[src/rtl/sxp_pkg.sv]
package sxp_pkg;

  // ------------------------------------------------------------
  // Sizes
  // ------------------------------------------------------------
  localparam int NCH = 6;
  localparam int NPAIR = 3;
  localparam int MODE_BITS = 12;
  // Pair p: 12-bit select at bit W12_BIT+2p, 16-bit select at W16_BIT+2p
  localparam int MODE_W12_BIT = 6;
  localparam int MODE_W16_BIT = 7;

  // ------------------------------------------------------------
  // Register map (byte addresses)
  // ------------------------------------------------------------
  localparam logic [31:0] OFF_PRE0 = 32'h0000_0000;
  localparam logic [31:0] OFF_DUTY0 = 32'h0000_0018;
  localparam logic [31:0] OFF_MODE = 32'h0000_0030;
  localparam logic [31:0] OFF_PHASE = 32'h0000_0034;
  localparam logic [31:0] OFF_CLKSEL = 32'h0000_0038;
  localparam logic [31:0] OFF_STATUS = 32'h0000_003C;
  localparam logic [31:0] REG_STRIDE = 32'h0000_0004;
  localparam logic [1:0] RESP_OKAY = 2'h0;
  localparam logic [1:0] RESP_SLVERR = 2'h2;

  // ------------------------------------------------------------
  // Duty counter end values (count runs 0 .. top)
  // ------------------------------------------------------------
  localparam logic [15:0] CNT_TOP8 = 16'h00FE;
  localparam logic [15:0] CNT_TOPDIV = 16'h00FF;
  localparam logic [15:0] CNT_TOP12 = 16'h0FFE;
  localparam logic [15:0] CNT_TOP16 = 16'hFFFE;
  localparam logic [7:0] DUTY_FULL8 = 8'hFF;
  localparam logic [3:0] SLOT_LAST = 4'hF;

  typedef enum logic [1:0] {SXP_W8, SXP_W12, SXP_W16, SXP_WBAD} sxp_width_type;

  typedef struct packed {
    logic awvalid;
    logic [31:0] awaddr;
    logic [2:0] awprot;
    logic wvalid;
    logic [31:0] wdata;
    logic [3:0] wstrb;
    logic bready;
    logic arvalid;
    logic [31:0] araddr;
    logic [2:0] arprot;
    logic rready;
  } sxp_axi_req_type;

  typedef struct packed {
    logic awready;
    logic wready;
    logic bvalid;
    logic [1:0] bresp;
    logic arready;
    logic rvalid;
    logic [31:0] rdata;
    logic [1:0] rresp;
  } sxp_axi_rsp_type;

  typedef struct packed {
    logic aw_rdy;
    logic w_rdy;
    logic have_aw;
    logic have_w;
    logic [31:0] awaddr;
    logic [31:0] wdata;
    logic [3:0] wstrb;
    logic bvalid;
    logic [1:0] bresp;
    logic ar_rdy;
    logic rvalid;
    logic [31:0] rdata;
    logic [1:0] rresp;
    logic [NCH-1:0][7:0] prescale;
    logic [NCH-1:0][7:0] duty;
    logic [MODE_BITS-1:0] mode_ctl;
    logic [NCH-1:0] phase_ctl;
    logic [1:0] clk_sel;
    logic [2:0] div_cnt;
    logic [NCH-1:0][7:0] pre_lat;
    logic [NCH-1:0][7:0] cg_cnt;
    logic [NCH-1:0][15:0] duty_cnt;
    logic [NCH-1:0][15:0] duty_lat;
    logic [NPAIR-1:0][15:0] shadow;
    logic [NCH-1:0] pins;
  } sxp_state_type;

endpackage

[src/rtl/sxp_pwm_top.sv]
`timescale 1ns/100ps
module sxp_pwm_top (
  input wire logic I_CLK, // System clock, 40 MHz
  input wire logic I_NRST, // Asynchronous reset, active low
  input sxp_pkg::sxp_axi_req_type I_AXI, // AXI4-Lite master to slave
  output sxp_pkg::sxp_axi_rsp_type O_AXI, // AXI4-Lite slave to master
  output logic [5:0] O_PWM // PWM pins, one per channel
);

  // ------------------------------------------------------------
  // Declarations
  // ------------------------------------------------------------
  sxp_pkg::sxp_state_type state_reg;
  sxp_pkg::sxp_state_type state_next;
  logic tick;
  logic [sxp_pkg::NCH-1:0] pclk;
  logic [sxp_pkg::NCH-1:0] ovf;
  logic [sxp_pkg::NCH-1:0] raw;

  // ------------------------------------------------------------
  // Functions
  // ------------------------------------------------------------
  function automatic sxp_pkg::sxp_width_type width_of(
      input logic [sxp_pkg::MODE_BITS-1:0] m, input int p);
    logic [1:0] sel;
    sel = {m[sxp_pkg::MODE_W16_BIT + 2 * p], m[sxp_pkg::MODE_W12_BIT + 2 * p]};
    unique case (sel)
      2'h0: width_of = sxp_pkg::SXP_W8;
      2'h1: width_of = sxp_pkg::SXP_W12;
      2'h2: width_of = sxp_pkg::SXP_W16;
      2'h3: width_of = sxp_pkg::SXP_WBAD;
    endcase
  endfunction

  function automatic logic [15:0] top_of(input sxp_pkg::sxp_width_type w,
                                         input logic dv);
    if (w == sxp_pkg::SXP_W12) begin
      top_of = sxp_pkg::CNT_TOP12;
    end else if (w == sxp_pkg::SXP_W16) begin
      top_of = sxp_pkg::CNT_TOP16;
    end else if (dv) begin
      top_of = sxp_pkg::CNT_TOPDIV;
    end else begin
      top_of = sxp_pkg::CNT_TOP8;
    end
  endfunction

  // Added pulses spread evenly: basic pulse k gets one when count > bitrev(~k)
  function automatic logic add_pulse(input logic [3:0] cnt4, input logic [3:0] k);
    logic [3:0] r;
    r = {~k[0], ~k[1], ~k[2], ~k[3]};
    add_pulse = cnt4 > r;
  endfunction

  function automatic logic addr_ok(input logic [31:0] a);
    addr_ok = (a[1:0] == 2'h0) && (a <= sxp_pkg::OFF_STATUS);
  endfunction

  function automatic logic [31:0] rd_data(input sxp_pkg::sxp_state_type st,
                                          input logic [31:0] a);
    rd_data = 32'h0000_0000;
    for (int c = 0; c < sxp_pkg::NCH; c++) begin
      if (a == sxp_pkg::OFF_PRE0 + sxp_pkg::REG_STRIDE * 32'(c)) begin
        rd_data[7:0] = st.prescale[c];
      end
      if (a == sxp_pkg::OFF_DUTY0 + sxp_pkg::REG_STRIDE * 32'(c)) begin
        rd_data[7:0] = st.duty[c];
      end
    end
    if (a == sxp_pkg::OFF_MODE) begin
      rd_data[sxp_pkg::MODE_BITS-1:0] = st.mode_ctl;
    end
    if (a == sxp_pkg::OFF_PHASE) begin
      rd_data[sxp_pkg::NCH-1:0] = st.phase_ctl;
    end
    if (a == sxp_pkg::OFF_CLKSEL) begin
      rd_data[1:0] = st.clk_sel;
    end
    if (a == sxp_pkg::OFF_STATUS) begin
      rd_data[sxp_pkg::NCH-1:0] = st.pins;
    end
  endfunction

  function automatic logic [31:0] merge(input logic [31:0] old,
                                        input logic [31:0] nw,
                                        input logic [3:0] strb);
    for (int b = 0; b < 4; b++) begin
      merge[8 * b +: 8] = strb[b] ? nw[8 * b +: 8] : old[8 * b +: 8];
    end
  endfunction

  // ------------------------------------------------------------
  // Next state
  // ------------------------------------------------------------
  always_comb begin
    sxp_pkg::sxp_width_type w;
    logic [2:0] mask;
    logic [15:0] top;
    logic [15:0] wide;
    logic [31:0] wd;
    logic idle;
    logic dv;
    w = sxp_pkg::SXP_W8;
    mask = 3'h0;
    top = 16'h0000;
    wide = 16'h0000;
    wd = 32'h0000_0000;
    idle = 1'b0;
    dv = 1'b0;
    state_next = state_reg;
    pclk = '0;
    ovf = '0;
    raw = '0;

    // Bus: write response
    if (state_reg.bvalid && I_AXI.bready) begin
      state_next.bvalid = 1'b0;
    end
    // Bus: perform a write once address and data are both held
    if (state_reg.have_aw && state_reg.have_w) begin
      state_next.have_aw = 1'b0;
      state_next.have_w = 1'b0;
      state_next.bvalid = 1'b1;
      state_next.bresp = addr_ok(state_reg.awaddr) ? sxp_pkg::RESP_OKAY
                                                   : sxp_pkg::RESP_SLVERR;
      wd = merge(rd_data(state_reg, state_reg.awaddr), state_reg.wdata,
                 state_reg.wstrb);
      for (int c = 0; c < sxp_pkg::NCH; c++) begin
        if (state_reg.awaddr == sxp_pkg::OFF_PRE0
            + sxp_pkg::REG_STRIDE * 32'(c)) begin
          state_next.prescale[c] = wd[7:0];
        end
        if (state_reg.awaddr == sxp_pkg::OFF_DUTY0
            + sxp_pkg::REG_STRIDE * 32'(c)) begin
          state_next.duty[c] = wd[7:0];
          if (c % 2 == 1) begin
            // High half written: pair value taken as one unit
            state_next.shadow[c / 2] = {wd[7:0], state_reg.duty[c - 1]};
          end
        end
      end
      if (state_reg.awaddr == sxp_pkg::OFF_MODE) begin
        state_next.mode_ctl = wd[sxp_pkg::MODE_BITS-1:0];
      end
      if (state_reg.awaddr == sxp_pkg::OFF_PHASE) begin
        state_next.phase_ctl = wd[sxp_pkg::NCH-1:0];
      end
      if (state_reg.awaddr == sxp_pkg::OFF_CLKSEL) begin
        state_next.clk_sel = wd[1:0];
      end
    end
    // Bus: take address and data in either order
    if (I_AXI.awvalid && state_reg.aw_rdy) begin
      state_next.have_aw = 1'b1;
      state_next.awaddr = I_AXI.awaddr;
    end
    if (I_AXI.wvalid && state_reg.w_rdy) begin
      state_next.have_w = 1'b1;
      state_next.wdata = I_AXI.wdata;
      state_next.wstrb = I_AXI.wstrb;
    end
    state_next.aw_rdy = !state_next.have_aw && !state_next.bvalid;
    state_next.w_rdy = !state_next.have_w && !state_next.bvalid;
    // Bus: read
    if (state_reg.rvalid && I_AXI.rready) begin
      state_next.rvalid = 1'b0;
    end
    if (I_AXI.arvalid && state_reg.ar_rdy) begin
      state_next.rvalid = 1'b1;
      state_next.rdata = rd_data(state_reg, I_AXI.araddr);
      state_next.rresp = addr_ok(I_AXI.araddr) ? sxp_pkg::RESP_OKAY
                                               : sxp_pkg::RESP_SLVERR;
    end
    state_next.ar_rdy = !state_next.rvalid;

    // Count clock: one tick every 1, 2, 4 or 8 system clocks
    mask = 3'((4'h1 << state_reg.clk_sel) - 4'h1);
    tick = (state_reg.div_cnt & mask) == mask;
    state_next.div_cnt = state_reg.div_cnt + 3'h1;

    // Channels
    for (int c = 0; c < sxp_pkg::NCH; c++) begin
      w = width_of(state_reg.mode_ctl, c / 2);
      idle = (c % 2 == 1) && (w == sxp_pkg::SXP_W12 || w == sxp_pkg::SXP_W16);
      dv = state_reg.mode_ctl[c] && !(w == sxp_pkg::SXP_W12 || w == sxp_pkg::SXP_W16);
      top = top_of(w, dv);
      if (!idle && tick) begin
        if (state_reg.cg_cnt[c] == 8'h00) begin
          pclk[c] = 1'b1;
          state_next.pre_lat[c] = state_reg.prescale[c];
          state_next.cg_cnt[c] = state_next.pre_lat[c];
        end else begin
          state_next.cg_cnt[c] = state_reg.cg_cnt[c] - 8'h01;
        end
      end
      if (pclk[c]) begin
        if (state_reg.duty_cnt[c] >= top) begin
          ovf[c] = 1'b1;
          state_next.duty_cnt[c] = 16'h0000;
          wide = state_reg.shadow[c / 2];
          if (w == sxp_pkg::SXP_W12) begin
            wide = {4'h0, wide[11:0]};
          end
          // Latch loads only here, never from the bus
          state_next.duty_lat[c] = (w == sxp_pkg::SXP_W12 || w == sxp_pkg::SXP_W16)
                                   ? wide : {8'h00, state_reg.duty[c]};
        end else begin
          state_next.duty_cnt[c] = state_reg.duty_cnt[c] + 16'h0001;
        end
      end
      if (idle) begin
        state_next.duty_cnt[c] = 16'h0000;
        state_next.cg_cnt[c] = 8'h00;
        raw[c] = 1'b0;
      end else if (dv) begin
        raw[c] = (state_reg.duty_cnt[c][3:0] < state_reg.duty_lat[c][7:4])
                 || (state_reg.duty_cnt[c][3:0] == sxp_pkg::SLOT_LAST
                     && add_pulse(state_reg.duty_lat[c][3:0],
                                  state_reg.duty_cnt[c][7:4]));
      end else begin
        raw[c] = state_reg.duty_cnt[c] < state_reg.duty_lat[c];
      end
      state_next.pins[c] = raw[c] ^ state_reg.phase_ctl[c];
    end
  end

  // ------------------------------------------------------------
  // State register
  // ------------------------------------------------------------
  always_ff @(posedge I_CLK or negedge I_NRST) begin
    if (!I_NRST) begin
      state_reg <= '0;
    end else begin
      state_reg <= state_next;
    end
  end

  // ------------------------------------------------------------
  // Outputs
  // ------------------------------------------------------------
  assign O_PWM = state_reg.pins;
  assign O_AXI.awready = state_reg.aw_rdy;
  assign O_AXI.wready = state_reg.w_rdy;
  assign O_AXI.bvalid = state_reg.bvalid;
  assign O_AXI.bresp = state_reg.bresp;
  assign O_AXI.arready = state_reg.ar_rdy;
  assign O_AXI.rvalid = state_reg.rvalid;
  assign O_AXI.rdata = state_reg.rdata;
  assign O_AXI.rresp = state_reg.rresp;
endmodule
[config.mk]
export PLATFORM = sky130hd
export DESIGN_NAME = sxp_pwm_top
export DESIGN_NICKNAME = d
export VERILOG_FILES = /design/src/rtl/sxp_pkg.sv /design/src/rtl/sxp_pwm_top.sv
export SDC_FILE = /design/constraint.sdc
export NUM_CORES = 1
export LEC_CHECK = 0
export ABC_CLOCK_PERIOD_IN_PS = 4000
export BUFFER_PORTS_ARGS = -buffer_cell sky130_fd_sc_hd__buf_4
export CORE_MARGIN = 8
export CORE_UTILIZATION = 55
export DETAILED_ROUTE_END_ITERATION = 7
export HOLD_SLACK_MARGIN = 0.15
export PLACE_DENSITY = 0.73
export SLEW_MARGIN = 40
export SYNTH_ARGS = -nofsm -noshare
export SYNTH_HDL_FRONTEND = slang
export SYNTH_SLANG_ARGS = --single-unit
[constraint.sdc]
create_clock -name I_CLK -period 4 [get_ports I_CLK]
set_input_delay 0 -clock I_CLK [delete_from_list [all_inputs] [get_ports I_CLK]]
set_output_delay 0 -clock I_CLK [all_outputs]
set_load 0.05 [all_outputs]
# [After elaboration in Yosys (flattened, before gate mapping)]
# Cells that the tools add are included.
[totals] register_bits=482 in_bits=113
[op_classes] n_addsub=14 order_cmp=26 n_eq_ne=53 n_shift=1 muxes=118 bitwise_logic=31 reduce_logical=82
[op_table] operator="$mux W16" count=33
[op_table] operator="$eq A32 B6 Y1 const B" count=16
[op_table] operator="$mux W8" count=37
[op_table] operator="$eq A32 B5 Y1 const B" count=8
[op_table] operator="$eq A32 B4 Y1 const B" count=4
[op_table] operator="$add A16 B1 Y16 const B" count=6
[op_table] operator="$ge A16 B16 Y1" count=6
[op_table] operator="$lt A16 B16 Y1" count=6
[op_table] operator="$eq A32 B3 Y1 const B" count=2
[op_table] operator="$le A32 B6 Y1 const B" count=2
[op_table] operator="$logic_not A32 Y1" count=2
[op_table] operator="$logic_not A8 Y1" count=6
[op_table] operator="$sub A8 B1 Y8 const B" count=6
[op_table] operator="$reduce_and A2 Y1" count=21
[op_table] operator="$mux W35" count=1
[op_table] operator="$mux W1" count=31
[op_table] operator="$logic_and A1 B1 Y1" count=25
[op_table] operator="$eq A4 B4 Y1 const B" count=6
[op_table] operator="$gt A4 B4 Y1" count=6
[op_table] operator="$lt A4 B4 Y1" count=6
[op_table] operator="$mux W12" count=2
[op_table] operator="$mux W6" count=4
[op_table] operator="$not A1 Y1" count=24
[op_table] operator="$pmux W2 S4" count=3
[op_table] operator="17 further kinds" count=62

# [Longest topological paths before layout]
# Gate-level depths: netlist (run 1).
[logic_depth] ltp_word=19 ltp_mapped=16

# [Worst setup path after synthesis (run 1)]
# Ideal clock, no wire load.
[synth_timing] path_kind="register -> register" from="register state_reg[363] in the netlist's numbering" to="register state_reg[141] in the netlist's numbering" setup_ns=0.125 t_arrival_ns=3.412 t_required_ns=3.875 setup_slack_ns=0.464 path_stages_with_launch=17 cell_sequence="dfrtp_1 > inv_1 > ha_1 > clkbuf_1 > inv_1 > clkbuf_1 > nor4_1 > ha_1 > inv_1 > a2111oi_0 > nand4_1 > a21oi_1 > o21a_1 > o21a_1 > clkbuf_1 > buf_2 > mux2_2"
[synth_via] elab_chain_cells=11 elab_cells_between_ends=18 cone_classes="order compare (1); eq/ne (5); mux (6); reduce/logical (6)"
[synth_lines] item="start, declared" line="sxp_pwm_top.sv:13" text="sxp_pkg::sxp_state_type state_reg;"
[synth_lines] item="start signal, assigned" line="sxp_pwm_top.sv:234" text="state_reg <= state_next;"
[synth_lines] item="$eq A2 B2 Y1, or another cell as far along" line="sxp_pwm_top.sv:27" text="unique case (sel)"
[synth_lines] item="$pmux W2 S4 (*)" line="sxp_pwm_top.sv:27"
[synth_lines] item="$eq A2 B1 Y1 / $eq A2 B2 Y1 (equally long branches)"
[synth_lines] item="$logic_or A1 B1 Y1" line="sxp_pwm_top.sv:184, sxp_pwm_top.sv:185, sxp_pwm_top.sv:205"
[synth_lines] item="$logic_not A1 Y1" line="sxp_pwm_top.sv:185, sxp_pwm_top.sv:187"
[synth_lines] item="$logic_and A1 B1 Y1" line="sxp_pwm_top.sv:185" text="dv = state_reg.mode_ctl[c] && !(w == sxp_pkg::SXP_W12 || w == sxp_pkg::SXP_W16);"
[synth_lines] item="$mux W1" line="sxp_pwm_top.sv:41" text="end else if (dv) begin"
[synth_lines] item="$mux W16" line="sxp_pwm_top.sv:39" text="end else if (w == sxp_pkg::SXP_W16) begin"
[synth_lines] item="$mux W16" line="sxp_pwm_top.sv:37" text="if (w == sxp_pkg::SXP_W12) begin"
[synth_lines] item="$ge A16 B16 Y1" line="sxp_pwm_top.sv:197" text="if (state_reg.duty_cnt[c] >= top) begin"
[synth_lines] item="$reduce_and A2 Y1 (no source line)"
# Mark *: on every way between the ends. The rest lies on a longest branch, timed or not.
# A chain may end at the register's enable or synchronous reset.

# [Worst setup path after layout (run 1)]
[layout_timing] from="input I_AXI[5] in the netlist's numbering" to="register state_reg, in the netlist O_AXI[2]"
[layout_via] elab_chain_cells=17 elab_cells_between_ends=32 cone_classes="eq/ne (15); mux (16); reduce/logical (1)"
[layout_lines] item="start, declared" line="sxp_pwm_top.sv:5" text="input sxp_pkg::sxp_axi_req_type I_AXI,"
[layout_lines] item="$logic_not A32 Y1" line="sxp_pwm_top.sv:63" text="if (a == sxp_pkg::OFF_PRE0 + sxp_pkg::REG_STRIDE * 32'(c)) begin"
[layout_lines] item="$mux W8" line="sxp_pwm_top.sv:63"
[layout_lines] item="$mux W8" line="sxp_pwm_top.sv:66" text="if (a == sxp_pkg::OFF_DUTY0 + sxp_pkg::REG_STRIDE * 32'(c)) begin"
[layout_lines] item="$mux W8" line="sxp_pwm_top.sv:63"
[layout_lines] item="$mux W8" line="sxp_pwm_top.sv:66"
[layout_lines] item="$mux W8" line="sxp_pwm_top.sv:63"
[layout_lines] item="$mux W8" line="sxp_pwm_top.sv:66"
[layout_lines] item="$mux W8" line="sxp_pwm_top.sv:63"
[layout_lines] item="$mux W8" line="sxp_pwm_top.sv:66"
[layout_lines] item="$mux W8" line="sxp_pwm_top.sv:63"
[layout_lines] item="$mux W8" line="sxp_pwm_top.sv:66"
[layout_lines] item="$mux W8" line="sxp_pwm_top.sv:63"
[layout_lines] item="$mux W8" line="sxp_pwm_top.sv:66"
[layout_lines] item="$mux W12" line="sxp_pwm_top.sv:70" text="if (a == sxp_pkg::OFF_MODE) begin"
[layout_lines] item="$mux W6" line="sxp_pwm_top.sv:73" text="if (a == sxp_pkg::OFF_PHASE) begin"
[layout_lines] item="$mux W2" line="sxp_pwm_top.sv:76" text="if (a == sxp_pkg::OFF_CLKSEL) begin"
[layout_lines] item="$mux W6 (*)" line="sxp_pwm_top.sv:79" text="if (a == sxp_pkg::OFF_STATUS) begin"
# Marks and branches as above.

==> results of run 1 <==
final timing paths:
path                             endpoint  slack, ns      startpoint  cells past startpoint
setup / recovery                 O_AXI[2]       0.31        I_AXI[5]                     11
hold / removal             state_reg[568]       0.11       I_AXI[74]                      3
setup reg to reg           state_reg[387]       0.44  state_reg[545]                      7
hold reg to reg            state_reg[342]       0.45  state_reg[342]                      1
max in group asynchronous  state_reg[411]       2.83          I_NRST                      4
min in group asynchronous  state_reg[111]       0.66          I_NRST                      4
tightest hold or removal path, cell delays in order:
cell,delay [ns]
sky130_fd_sc_hd__buf_4,0.09
sky130_fd_sc_hd__nand2_2,0.30
sky130_fd_sc_hd__o21ai_0,0.26
cell type report:
class	instances	area (µm²)	area share
Clock inverter	21	224.0	0.006962
Multi-Input combinational cell	2228	15000	0.4664
Antenna cell	3	7.507	0.0002334
Tap cell	672	840.8	0.02614
Clock buffer	71	1474	0.04582
Inverter	173	649.4	0.02019
Sequential cell	456	11410	0.3547
Timing Repair Buffer	298	2560	0.07958
per-layer routing:
| metal | part of all wire | up-vias | GRT usage | routed length [µm] |
|---|---|---|---|---|
| met3 | 0.086 | 253 | 0.05149 | 7856 |
| li1 | - | 11300 | - | - |
| met5 | 0.00011 | - | 0 | 10 |
| met1 | 0.41 | 12150 | 0.4291 | 38030 |
| met4 | 0.047 | 2 | 0.1412 | 4352 |
| met2 | 0.45 | 1072 | 0.4897 | 41630 |
power groups by stage:
stage | clock [µW] | combinational, µW | sequential (µW)
3_3_place_gp | 0 | 3640 | 6110
4_1_cts | 4840 | 4090 | 6080
6_report | 4770 | 4200 | 6140
3_5_place_dp | 0 | 3770 | 6150
5_1_grt | 5020 | 4540 | 6220
2_1_floorplan | 0 | 2770 | 5780
cells by family (layout without fill, tap and decap cells):
logic type | count (synthesis) | in the layout
flip-flops | 456 | 456
AND/OR/NAND/NOR | 1043 | 1043
AO/OA/AOI/OAI | 763 | 763
XOR/XNOR | 43 | 43
buffers and inverters | 341 | 563
multiplexers | 146 | 146
adder cells (fa/ha/maj) | 211 | 211
other | 1 | 25
stage by stage:
| step | util | total power, µW | area [µm²] |
|---|---|---|---|
| 3_3_place_gp | 0.5872 | 9746 | 29400 |
| 6_report | 0.6425 | 15110 | 32170 |
| 2_1_floorplan | - | 8553 | 27880 |
| 3_5_place_dp | 0.5878 | 9919 | 29430 |
| 5_1_grt | 0.6425 | 15780 | 32170 |
| 4_1_cts | 0.6421 | 15020 | 32150 |
cell usage in the layout, fill, tap and decap left out, types with 28 or more instances in the layout:
cell / instances
sky130_fd_sc_hd__a22oi_1: 31
sky130_fd_sc_hd__nand2b_1: 41
sky130_fd_sc_hd__nand2_1: 350
sky130_fd_sc_hd__mux2i_1: 49
sky130_fd_sc_hd__o211ai_1: 31
sky130_fd_sc_hd__dlygate4sd3_1: 99
sky130_fd_sc_hd__buf_4: 192
sky130_fd_sc_hd__o21ai_0: 193
sky130_fd_sc_hd__mux2_2: 97
sky130_fd_sc_hd__a31oi_1: 43
sky130_fd_sc_hd__and3_1: 37
sky130_fd_sc_hd__nor4_1: 31
sky130_fd_sc_hd__clkbuf_16: 53
sky130_fd_sc_hd__dfrtp_1: 456
sky130_fd_sc_hd__ha_1: 211
sky130_fd_sc_hd__nand4_1: 52
sky130_fd_sc_hd__inv_1: 171
sky130_fd_sc_hd__a21o_1: 41
sky130_fd_sc_hd__a21oi_1: 155
sky130_fd_sc_hd__o21ai_1: 33
sky130_fd_sc_hd__o22ai_1: 28
sky130_fd_sc_hd__nor3_1: 73
sky130_fd_sc_hd__nor2_1: 192
sky130_fd_sc_hd__nand3_1: 112
==> load_flow_metrics.sql, run 1 <==
INSERT INTO impl_metrics (metric_group, metric, value, unit) VALUES
('cts', 'holdBufCountCts', '100', ''),
('setup_path', 'worst_setup_path_start_kind', 'primary input', ''),
('yosys', 'synth_simple_gate_area_share', '0.1907', ''),
('global_route', 'antenna_found_initial', '6', ''),
('yosys', 'synth_top_family_by_area', 'simple AND/OR/NAND/NOR gates', ''),
('layout', 'areaGrowthSynthToFinish', '15.72', '%'),
('setup_path', 'required', '4.53', 'ns'),
('drt', 'drc', '5', ''),
('yosys', 'synth-warning-count', '0', ''),
('setup_path', 'critical_path.slowest_cell', 'sky130_fd_sc_hd__nor4_1', ''),
('timing', 'hold_slack', '0.1121', 'ns'),
('pwr', 'clock_power_share', '0.316', ''),
('drt', 'route.antenna.remaining_nets', '0', ''),
('layout', 'largest_register_ffs', '431', ''),
('cts', 'tritoncts.num_buffers', '51', ''),
('floorplanning', 'design.portCount', '160', ''),
('floorplanning', 'initial_core_util', '0.5552', ''),
('yosys', 'synthesis.area', '0.02780', 'mm²'),
('drt', 'post_drt_via_cell_ratio', '6.317', ''),
('drt', 'dr.pass1.iters', '8', ''),
('timing', 'timing.final.hold_violations', '0', ''),
('pwr', 'p_int', '9805', 'µW'),
('placed_design', 'gp_congestion', '1.005', ''),
('global_route', 'first_global_vias', '24510', ''),
('setup_path', 'worst_path_dominant_cell_family', 'buffers and inverters', ''),
('cts', 'path_clk_slew', '0.06', 'ns'),
('pwr', 'net-switching-power', '5302', 'µW'),
('yosys', 'count_of_different_cell_masters_after_synthesis', '92', ''),
('global_route', 'grt_max_degree', '106', ''),
('global_route', 'groute.usage.overall', '0.3140', ''),
('timing', 'rsz0062_at_grt', 'no', ''),
('cts', 'tritoncts_clock_tree', 'done', ''),
('yosys', 'ys_ff_latch', '456', ''),
('placed_design', 'place_hpwl', '66230', 'µm'),
('pwr', 'power_switching_share', '0.3510', ''),
('drt', 'route.final.wire_length', '91880', 'µm'),
('yosys', 'synth-async-reset-ratio', '1.000', ''),
('setup_path', 'critPathBufInv', '4', ''),
('status', 'failing_checks', 'DRC', ''),
('global_route', 'global_route.overflow_total', '0', ''),
('worst_hold_path', 'timing.hold.worst.class', 'in -> reg', ''),
('yosys', 'synth_top_area_frac', '0.4105', ''),
('layout', 'nets', '3532', ''),
('yosys', 'synth-edff-count', '0', ''),
('yosys', 'fraction_of_the_mapped_netlist_area_in_compound_gates', '0.1770', ''),
('cts', 'cts_setup_buffers', '0', ''),
('floorplanning', 'die_height', '240.8', 'µm'),
('drt', 'routed-via-count', '24770', ''),
('pwr', 'seq_power_share', '0.406', ''),
('cts', 'cts.repair.resized', '0', ''),
('yosys', 'synth.mux.area_fraction', '0.05694', ''),
('status', 'outcome', 'complete, but fails checks', ''),
('yosys', 'post_synth.cell_area_avg', '9.254', 'µm²'),
('pwr', 'static-leakage-power', '0.01441', 'µW'),
('pwr', 'power.ir.vdd_worst', '0.4516', 'mV'),
('placed_design', 'numPortBuffers', '109', ''),
('setup_path', 'crit_path_cell_trace', 'dlygate4sd3_1, buf_4, nor2_1, nand3b_1, nor4_1, a211oi_1, nand3_1, o2111ai_1, dlygate4sd3_1, a21oi_1, dlygate4sd3_1', ''),
('cts', 'cts_max_path_buffers', '3', ''),
('cts', 'h_tree_lvl_count', '2', ''),
('flow_run', 'max-cap-violations', '0', ''),
('layout', 'stdcell_count', '3922', ''),
('timing', 'achievable-frequency', '271.2', 'MHz'),
('cts', 'clk_latency', '0.60', 'ns'),
('pwr', 'power_density', '469.6', 'mW/mm²'),
('placed_design', 'place.detailed.instances', '3726', ''),
('setup_path', 'timing.critical_path.fanout_max', '11', ''),
('layout', 'final.fill_count', '4027', ''),
('yosys', 'syn-instance-count', '3004', ''),
('yosys', 'synth_ff_type', 'sky130_fd_sc_hd__dfrtp_1', ''),
('floorplanning', 'design.die.area', '0.05799', 'mm²'),
('pwr', 'share_comb_of_total_power', '0.278', '');
(Power assumes the default switching activity.)
==> inputs of run 2 (changes only) <==
- CELL_PAD_IN_SITES_DETAIL_PLACEMENT: unset -> 0
- CELL_PAD_IN_SITES_GLOBAL_PLACEMENT: unset -> 1
- CORE_UTILIZATION: 55 -> 48
- PLACE_DENSITY: 0.73 -> unset
- PLACE_DENSITY_LB_ADDON: unset -> 0.1
==> run 2 against run 1 <==
Final cell count rose by 3.2%. Register-to-register slack got worse by 0.30 ns. Critical path depth fell by 3. Final area rose by 1.6%. Sequential share of layout area fell by 0.57 points. The flow now finishes without violations. Sequential power barely moved. Combinational power barely moved. Routed wire length rose by 2.5%. First-iteration DRC count fell by 14%. Global-route usage fell by 3.3 points.
==> load_flow_metrics.sql, run 2 (same netlist as run 1, synthesis figures left out) <==
INSERT INTO impl_metrics (metric_group, metric, value, unit) VALUES
('floorplanning', 'dieWidth', '256.7', 'µm'),
('timing', 'rsz0062_at_grt', 'no', ''),
('cts', 'clock-sinks', '456', ''),
('drt', 'dr.pass1.iters', '5', ''),
('global_route', 'grt_max_degree', '101', ''),
('setup_path', 'setup.reg_to_reg.worst_slack', '0.14', 'ns'),
('floorplanning', 'initial_core_util', '0.4837', ''),
('setup_path', 'rr_endpoint', 'state_reg[359]', ''),
('layout', 'layout_commonest_cell', 'sky130_fd_sc_hd__dfrtp_1', ''),
('global_route', 'global_route.overflow_total', '0', ''),
('floorplanning', 'design.portCount', '160', ''),
('worst_hold_path', 'hold-path-cell-count', '3', ''),
('setup_path', 'worst_r2r_src', 'state_reg[549]', ''),
('timing', 'finalMaxSlewViolations', '0', ''),
('drt', 'route.antenna.remaining_nets', '0', ''),
('pwr', 'power.ir.vdd_worst', '0.5026', 'mV'),
('drt', 'detailroute.wirelength.met2', '43280', 'µm'),
('drt', 'route.final.wire_length', '94200', 'µm'),
('drt', 'drt-initial-drc-count', '1933', ''),
('timing', 'achievable-frequency', '258.9', 'MHz'),
('setup_path', 'timing.critical_path.arrival', '4.36', 'ns'),
('placed_design', 'place_hpwl', '68110', 'µm'),
('setup_path', 'required', '4.50', 'ns'),
('timing', 'final_period_minus_worst_setup_slack', '3.862', 'ns'),
('pwr', 'net-switching-power', '5323', 'µW'),
('pwr', 'static-leakage-power', '0.01460', 'µW'),
('worst_hold_path', 'hold_path_end', 'state_reg[506]', ''),
('drt', 'highest_layer', 'met5', ''),
('pwr', 'power_density', '469.4', 'mW/mm²'),
('drt', 'drc', '0', ''),
('placed_design', 'gp_congestion', '0.9883', ''),
('setup_path', 'endpoint_kind', 'flip-flop', ''),
('status', 'outcome', 'finished, final reports clean', ''),
('floorplanning', 'design.die.area', '0.06587', 'mm²'),
('layout', 'postLayoutCellArea', '0.03270', 'mm²'),
('pwr', 'power_switching_share', '0.3468', ''),
('pwr', 'seq_power_share', '0.398', ''),
('global_route', 'first_global_vias', '24180', ''),
('pwr', 'clock_power_share', '0.326', ''),
('setup_path', 'crit_path_cell_trace', 'or4_1, buf_4, nor4_2, a221oi_1, o2111ai_1, a21oi_1, a21o_1, o21ai_0', ''),
('global_route', 'groute.usage.overall', '0.2809', ''),
('placed_design', 'place_area', '0.02958', 'mm²'),
('global_route', 'grt_pass1_wl', '146700', 'µm'),
('drt', 'routed-via-count', '24410', ''),
('placed_design', 'numPortBuffers', '109', ''),
('floorplanning', 'placement_rows', '88', ''),
('setup_path', 'worst_setup_path_start_kind', 'flip-flop', ''),
('layout', 'areaGrowthSynthToFinish', '17.62', '%'),
('timing', 'finalCritPeriodShare', '0.9655', ''),
('drt', 'wl_met3', '6430', 'µm'),
('layout', 'drive_gt1_frac', '0.1409', ''),
('cts', 'h_tree_lvl_count', '2', ''),
('setup_path', 'critical_path.slowest_cell', 'sky130_fd_sc_hd__or4_1', ''),
('cts', 'tritoncts.num_buffers', '52', ''),
('timing', 'finalClockSkew', '0.02240', 'ns'),
('pwr', 'p_int', '10030', 'µW'),
('drt', 'post_drt_via_cell_ratio', '6.033', ''),
('layout', 'leading_cell_types_in_the_layout_fill_and_taps_excluded', 'sky130_fd_sc_hd__dfrtp_1 (456), sky130_fd_sc_hd__nand2_1 (351), sky130_fd_sc_hd__ha_1 (211)', ''),
('setup_path', 'worstSetupStartpoint', 'state_reg[549]', ''),
('global_route', 'antenna_found_initial', '2', ''),
('setup_path', 'timing.critical_path.fanout_max', '13', ''),
('timing', 'fin_setup_tns', '0', 'ns'),
('cts', 'clk_latency', '0.62', 'ns'),
('setup_path', 'worst-setup-path-type', 'reg -> reg', ''),
('cts', 'tritoncts_clock_tree', 'done', ''),
('layout', 'largest_register_ffs', '431', ''),
('floorplanning', 'design.core.area', '0.05748', 'mm²'),
('drt', 'drt-wirelength-per-cell', '23.28', 'µm'),
('setup_path', 'worst_path_largest_cell_delay', '0.76', 'ns'),
('cts', 'cts_max_path_buffers', '3', ''),
('worst_hold_path', 'hold_start', 'I_AXI[44]', ''),
('worst_hold_path', 'timing.hold.worst.class', 'in -> reg', ''),
('setup_path', 'worst-r2r-cell-count', '8', ''),
('timing', 'timing.final.hold_violations', '0', ''),
('timing', 'max_slew.worst_pin.slew', '0.8659', 'ns'),
('cts', 'cts_setup_buffers', '0', ''),
('flow_run', 'max-cap-violations', '0', ''),
('timing', 'relSlewSlack', '0.4227', ''),
('cts', 'ctsRootBufferMaster', 'sky130_fd_sc_hd__clkbuf_16', ''),
('cts', 'path_clk_slew', '0.07', 'ns'),
('drt', 'drt-met1-wl', '41810', 'µm'),
('layout', 'layout.core_utilization', '0.5689', ''),
('timing', 'setup_viol', '0', ''),
('floorplanning', 'die_height', '256.7', 'µm'),
('layout', 'nets', '3565', ''),
('pwr', 'share_comb_of_total_power', '0.275', '');
run 2: stage by stage:
step	hold slack, ns	worst slack [ns]	instances	power (µW)
3_3_place_gp	0.1177	0.1498	3821	9779
6_report	0.1794	0.1378	4047	15350
5_1_grt	0.1801	0.1013	4046	16070
4_1_cts	0.1510	0.1881	4045	15280
2_1_floorplan	-0.2956	0.4636	3025	8553
3_5_place_dp	-0.03722	0.2234	3822	9909
run 2: repair_timing:
item	4_1_cts	5_1_grt
setup endpoints to repair	0	20
resized for setup	0	2
hold buffers	130	0
endpoints found under the hold margin	419	0
run 2: worst max-delay path, delay by kind of cell, from the launching register on:
| family | cells | cell delay, ns |
|---|---|---|
| AOI/OAI and AO/OA | 5 | 1.55 |
| buffers and inverters | 1 | 0.32 |
| DFF | 1 | 0.40 |
| and+or+nand+nor | 2 | 1.46 |
run 2: worst max-delay path by stage:
stage / endpoint / slack, ns / cells past startpoint
after floorplan: state_reg[141] / 0.46 / 16
after global placement: state_reg[244] / 0.15 / 14
after detailed placement: state_reg[196] / 0.22 / 12
after CTS: state_reg[196] / 0.19 / 12
after global routing: state_reg[387] / 0.10 / 8
final: state_reg[359] / 0.14 / 8
run 2: routing by layer:
metal	up-vias	track usage
li1	11370	-
met5	-	0
met2	799	0.4446
met3	154	0.05117
met1	12090	0.3913
met4	4	0.08028
run 2: cell type report:
cell class	count	area, µm²
Clock inverter	19	266.5
Fill cell	5105	24780
Antenna cell	2	5.005
Clock buffer	74	1506
Multi-Input combinational cell	2228	15020
Inverter	173	649.4
Tap cell	765	957.2
Timing Repair Buffer	330	2885
Sequential cell	456	11410
run 2: power by group through the flow:
| stage | sequential [µW] | combinational (µW) | clock, µW |
|---|---|---|---|
| 2_1_floorplan | 5780 | 2770 | 0 |
| 3_3_place_gp | 6100 | 3670 | 0 |
| 3_5_place_dp | 6140 | 3770 | 0 |
| 4_1_cts | 6060 | 4110 | 5100 |
| 5_1_grt | 6200 | 4610 | 5270 |
| 6_report | 6110 | 4230 | 5010 |
==> inputs of run 3 (changes only) <==
- RECOVER_POWER: unset -> 50
==> run 3 against run 2 <==
The flow now finishes with violations (capacitance limit, slew limit). Non-clock buffer count unchanged. Die area unchanged. Clock skew up 0.0013 ns. Total power down 0.39%. First-iteration DRC count up 3.7%. Sequential share of layout area up 0.19 points. Critical path type unchanged. Critical endpoint unchanged.
==> load_flow_metrics.sql, run 3 (same netlist as run 1, synthesis figures left out) <==
INSERT INTO impl_metrics (metric_group, metric, value, unit) VALUES
('status', 'outcome', 'complete, but fails checks', ''),
('status', 'failing_checks', 'capacitance limit, slew limit', ''),
('floorplanning', 'design.core.area', '0.05748', 'mm²'),
('layout', 'multi_input_area', '0.01502', 'mm²'),
('setup_path', 'worst-setup-path-type', 'reg -> reg', ''),
('pwr', 'power_density', '470.2', 'mW/mm²'),
('drt', 'drt-initial-drc-count', '2004', ''),
('cts', 'tritoncts.num_buffers', '52', ''),
('cts', 'clk_latency', '0.62', 'ns'),
('floorplanning', 'design.die.area', '0.06587', 'mm²'),
('floorplanning', 'initial_core_util', '0.4837', ''),
('layout', 'area.sequential', '0.01141', 'mm²'),
('timing', 'timing.final.hold_violations', '0', ''),
('setup_path', 'worst_path_dominant_cell_family', 'compound AO/OA/AOI/OAI gates', ''),
('timing', 'final_period_minus_worst_setup_slack', '3.825', 'ns'),
('global_route', 'grt_pass1_wl', '146700', 'µm'),
('pwr', 'design_power_total', '15290', 'µW'),
('layout', 'drive_gt1_frac', '0.1311', ''),
('cts', 'clock-sinks', '456', ''),
('global_route', 'antenna_found_initial', '2', ''),
('drt', 'post_drt_via_cell_ratio', '6.035', ''),
('cts', 'ctsRootBufferMaster', 'sky130_fd_sc_hd__clkbuf_16', ''),
('setup_path', 'required', '4.49', 'ns'),
('setup_path', 'worst_path_largest_cell_delay', '0.77', 'ns'),
('timing', 'setup_viol', '0', ''),
('pwr', 'p_int', '9975', 'µW'),
('pwr', 'clock_power_share', '0.327', ''),
('floorplanning', 'design.portCount', '160', ''),
('floorplanning', 'die_height', '256.7', 'µm'),
('pwr', 'share_comb_of_total_power', '0.273', ''),
('timing', 'rsz0062_at_grt', 'no', ''),
('timing', 'relSlewSlack', '-0.6798', ''),
('timing', 'achievable-frequency', '261.4', 'MHz'),
('drt', 'drc', '0', ''),
('placed_design', 'place_hpwl', '68110', 'µm'),
('drt', 'dr.pass1.iters', '8', ''),
('placed_design', 'gp_congestion', '0.9883', ''),
('cts', 'tritoncts_clock_tree', 'done', ''),
('global_route', 'grt_max_degree', '101', ''),
('timing', 'finalMaxSlewViolations', '215', ''),
('pwr', 'power_switching_share', '0.3476', ''),
('layout', 'layout.core_utilization', '0.5658', ''),
('setup_path', 'critical_path.slowest_cell', 'sky130_fd_sc_hd__or4_1', ''),
('timing', 'finalCritPeriodShare', '0.9562', ''),
('setup_path', 'worst_setup_path_start_kind', 'flip-flop', ''),
('flow_run', 'max-cap-violations', '4', ''),
('global_route', 'global_route.overflow_total', '0', ''),
('floorplanning', 'placement_rows', '88', ''),
('cts', 'cts_max_path_buffers', '3', ''),
('layout', 'leading_cell_types_in_the_layout_fill_and_taps_excluded', 'sky130_fd_sc_hd__dfrtp_1 (456), sky130_fd_sc_hd__nand2_1 (351), sky130_fd_sc_hd__ha_1 (211)', ''),
('drt', 'routed-via-count', '24430', ''),
('timing', 'max_slew.worst_pin.slew', '2.520', 'ns'),
('pwr', 'static-leakage-power', '0.01447', 'µW'),
('layout', 'largest_register_ffs', '431', ''),
('cts', 'h_tree_lvl_count', '2', ''),
('setup_path', 'timing.critical_path.fanout_max', '13', ''),
('drt', 'route.antenna.remaining_nets', '0', ''),
('setup_path', 'timing.critical_path.arrival', '4.32', 'ns'),
('pwr', 'power.ir.vdd_worst', '0.5043', 'mV'),
('layout', 'layout_commonest_cell', 'sky130_fd_sc_hd__dfrtp_1', ''),
('setup_path', 'crit_path_cell_trace', 'or4_1, buf_4, nor4_2, a221oi_1, o2111ai_1, a21oi_1, a21o_1, o21ai_0', ''),
('global_route', 'groute.usage.overall', '0.2809', ''),
('layout', 'stdcell_count', '4048', ''),
('worst_hold_path', 'timing.hold.worst.class', 'in -> reg', ''),
('pwr', 'seq_power_share', '0.400', ''),
('layout', 'final.fill_count', '5151', ''),
('setup_path', 'endpoint_kind', 'flip-flop', ''),
('floorplanning', 'dieWidth', '256.7', 'µm'),
('layout', 'areaGrowthSynthToFinish', '16.98', '%'),
('drt', 'drt-wirelength-per-cell', '23.27', 'µm'),
('cts', 'path_clk_slew', '0.06', 'ns'),
('timing', 'fin_setup_tns', '0', 'ns'),
('placed_design', 'place.detailed.instances', '3822', ''),
('drt', 'route.final.wire_length', '94200', 'µm'),
('global_route', 'first_global_vias', '24180', ''),
('timing', 'finalClockSkew', '0.02368', 'ns'),
('setup_path', 'critPathBufInv', '1', ''),
('placed_design', 'numPortBuffers', '109', ''),
('pwr', 'net-switching-power', '5314', 'µW'),
('layout', 'nets', '3565', '');
-- run 3: cell types whose count changed in the layout (fill, tap and decap cells not counted), moves of 2 or more --
cell	delta
sky130_fd_sc_hd__clkbuf_1	+31
sky130_fd_sc_hd__buf_16	-2
sky130_fd_sc_hd__buf_4	-32
sky130_fd_sc_hd__clkbuf_2	+4
-- run 3: worst paths after layout --
| kind | endpoint | slack (ns) | cells after the start | from |
|---|---|---|---|---|
| setup / recovery | state_reg[359] | 0.18 | 8 | state_reg[549] |
| hold / removal | state_reg[506] | 0.18 | 3 | I_AXI[44] |
| setup reg to reg | state_reg[359] | 0.18 | 8 | state_reg[549] |
| hold reg to reg | state_reg[342] | 0.46 | 1 | state_reg[342] |
| max in group asynchronous | state_reg[218] | 0.59 | 4 | I_NRST |
| min in group asynchronous | state_reg[29] | 1.02 | 4 | I_NRST |
-- run 3: layout make-up --
class | count | area share
Inverter | 173 | 0.01997
Multi-Input combinational cell | 2228 | 0.4618
Timing Repair Buffer | 330 | 0.08315
Antenna cell | 3 | 0.0002309
Sequential cell | 456 | 0.3509
Tap cell | 765 | 0.02943
Clock inverter | 19 | 0.008195
Clock buffer | 74 | 0.04633
-- run 3: power groups by stage --
stage	Combinational (µW)	Clock [µW]	Sequential, µW
detailed placement	3770	0	6140
global placement	3670	0	6100
finish	4170	5000	6110
global route	4560	5270	6200
CTS	4110	5100	6060
floorplan	2770	0	5780
-- run 3: stage by stage --
stage | hold WS, ns | setup slack [ns] | instance area, µm²
after global routing | 0.1801 | 0.09167 | 32510
final | 0.1751 | 0.1750 | 32520
after detailed placement | -0.03722 | 0.2234 | 29580
after CTS | 0.1510 | 0.1881 | 32680
after global placement | 0.1177 | 0.1498 | 29520
after floorplan | -0.2956 | 0.4636 | 27880
-- run 3: repair_timing --
item | CTS | global route
hold buffers | 130 | 0
setup buffers | 0 | 0
endpoints found under the setup margin | 0 | 20
resized for setup | 0 | 2
hold endpoints to repair | 419 | 0
-- run 3: metal layers --
metal | part of all wire | global-route usage
met3 | 0.073 | 0.05117
met1 | 0.44 | 0.3913
met2 | 0.46 | 0.4446
met5 | 0 | 0
met4 | 0.029 | 0.08028
-- run 3: worst min-delay path, stage by stage --
cell and delay (ns):
sky130_fd_sc_hd__dlygate4sd3_1 0.53, sky130_fd_sc_hd__buf_4 0.10, sky130_fd_sc_hd__mux2_2 0.13
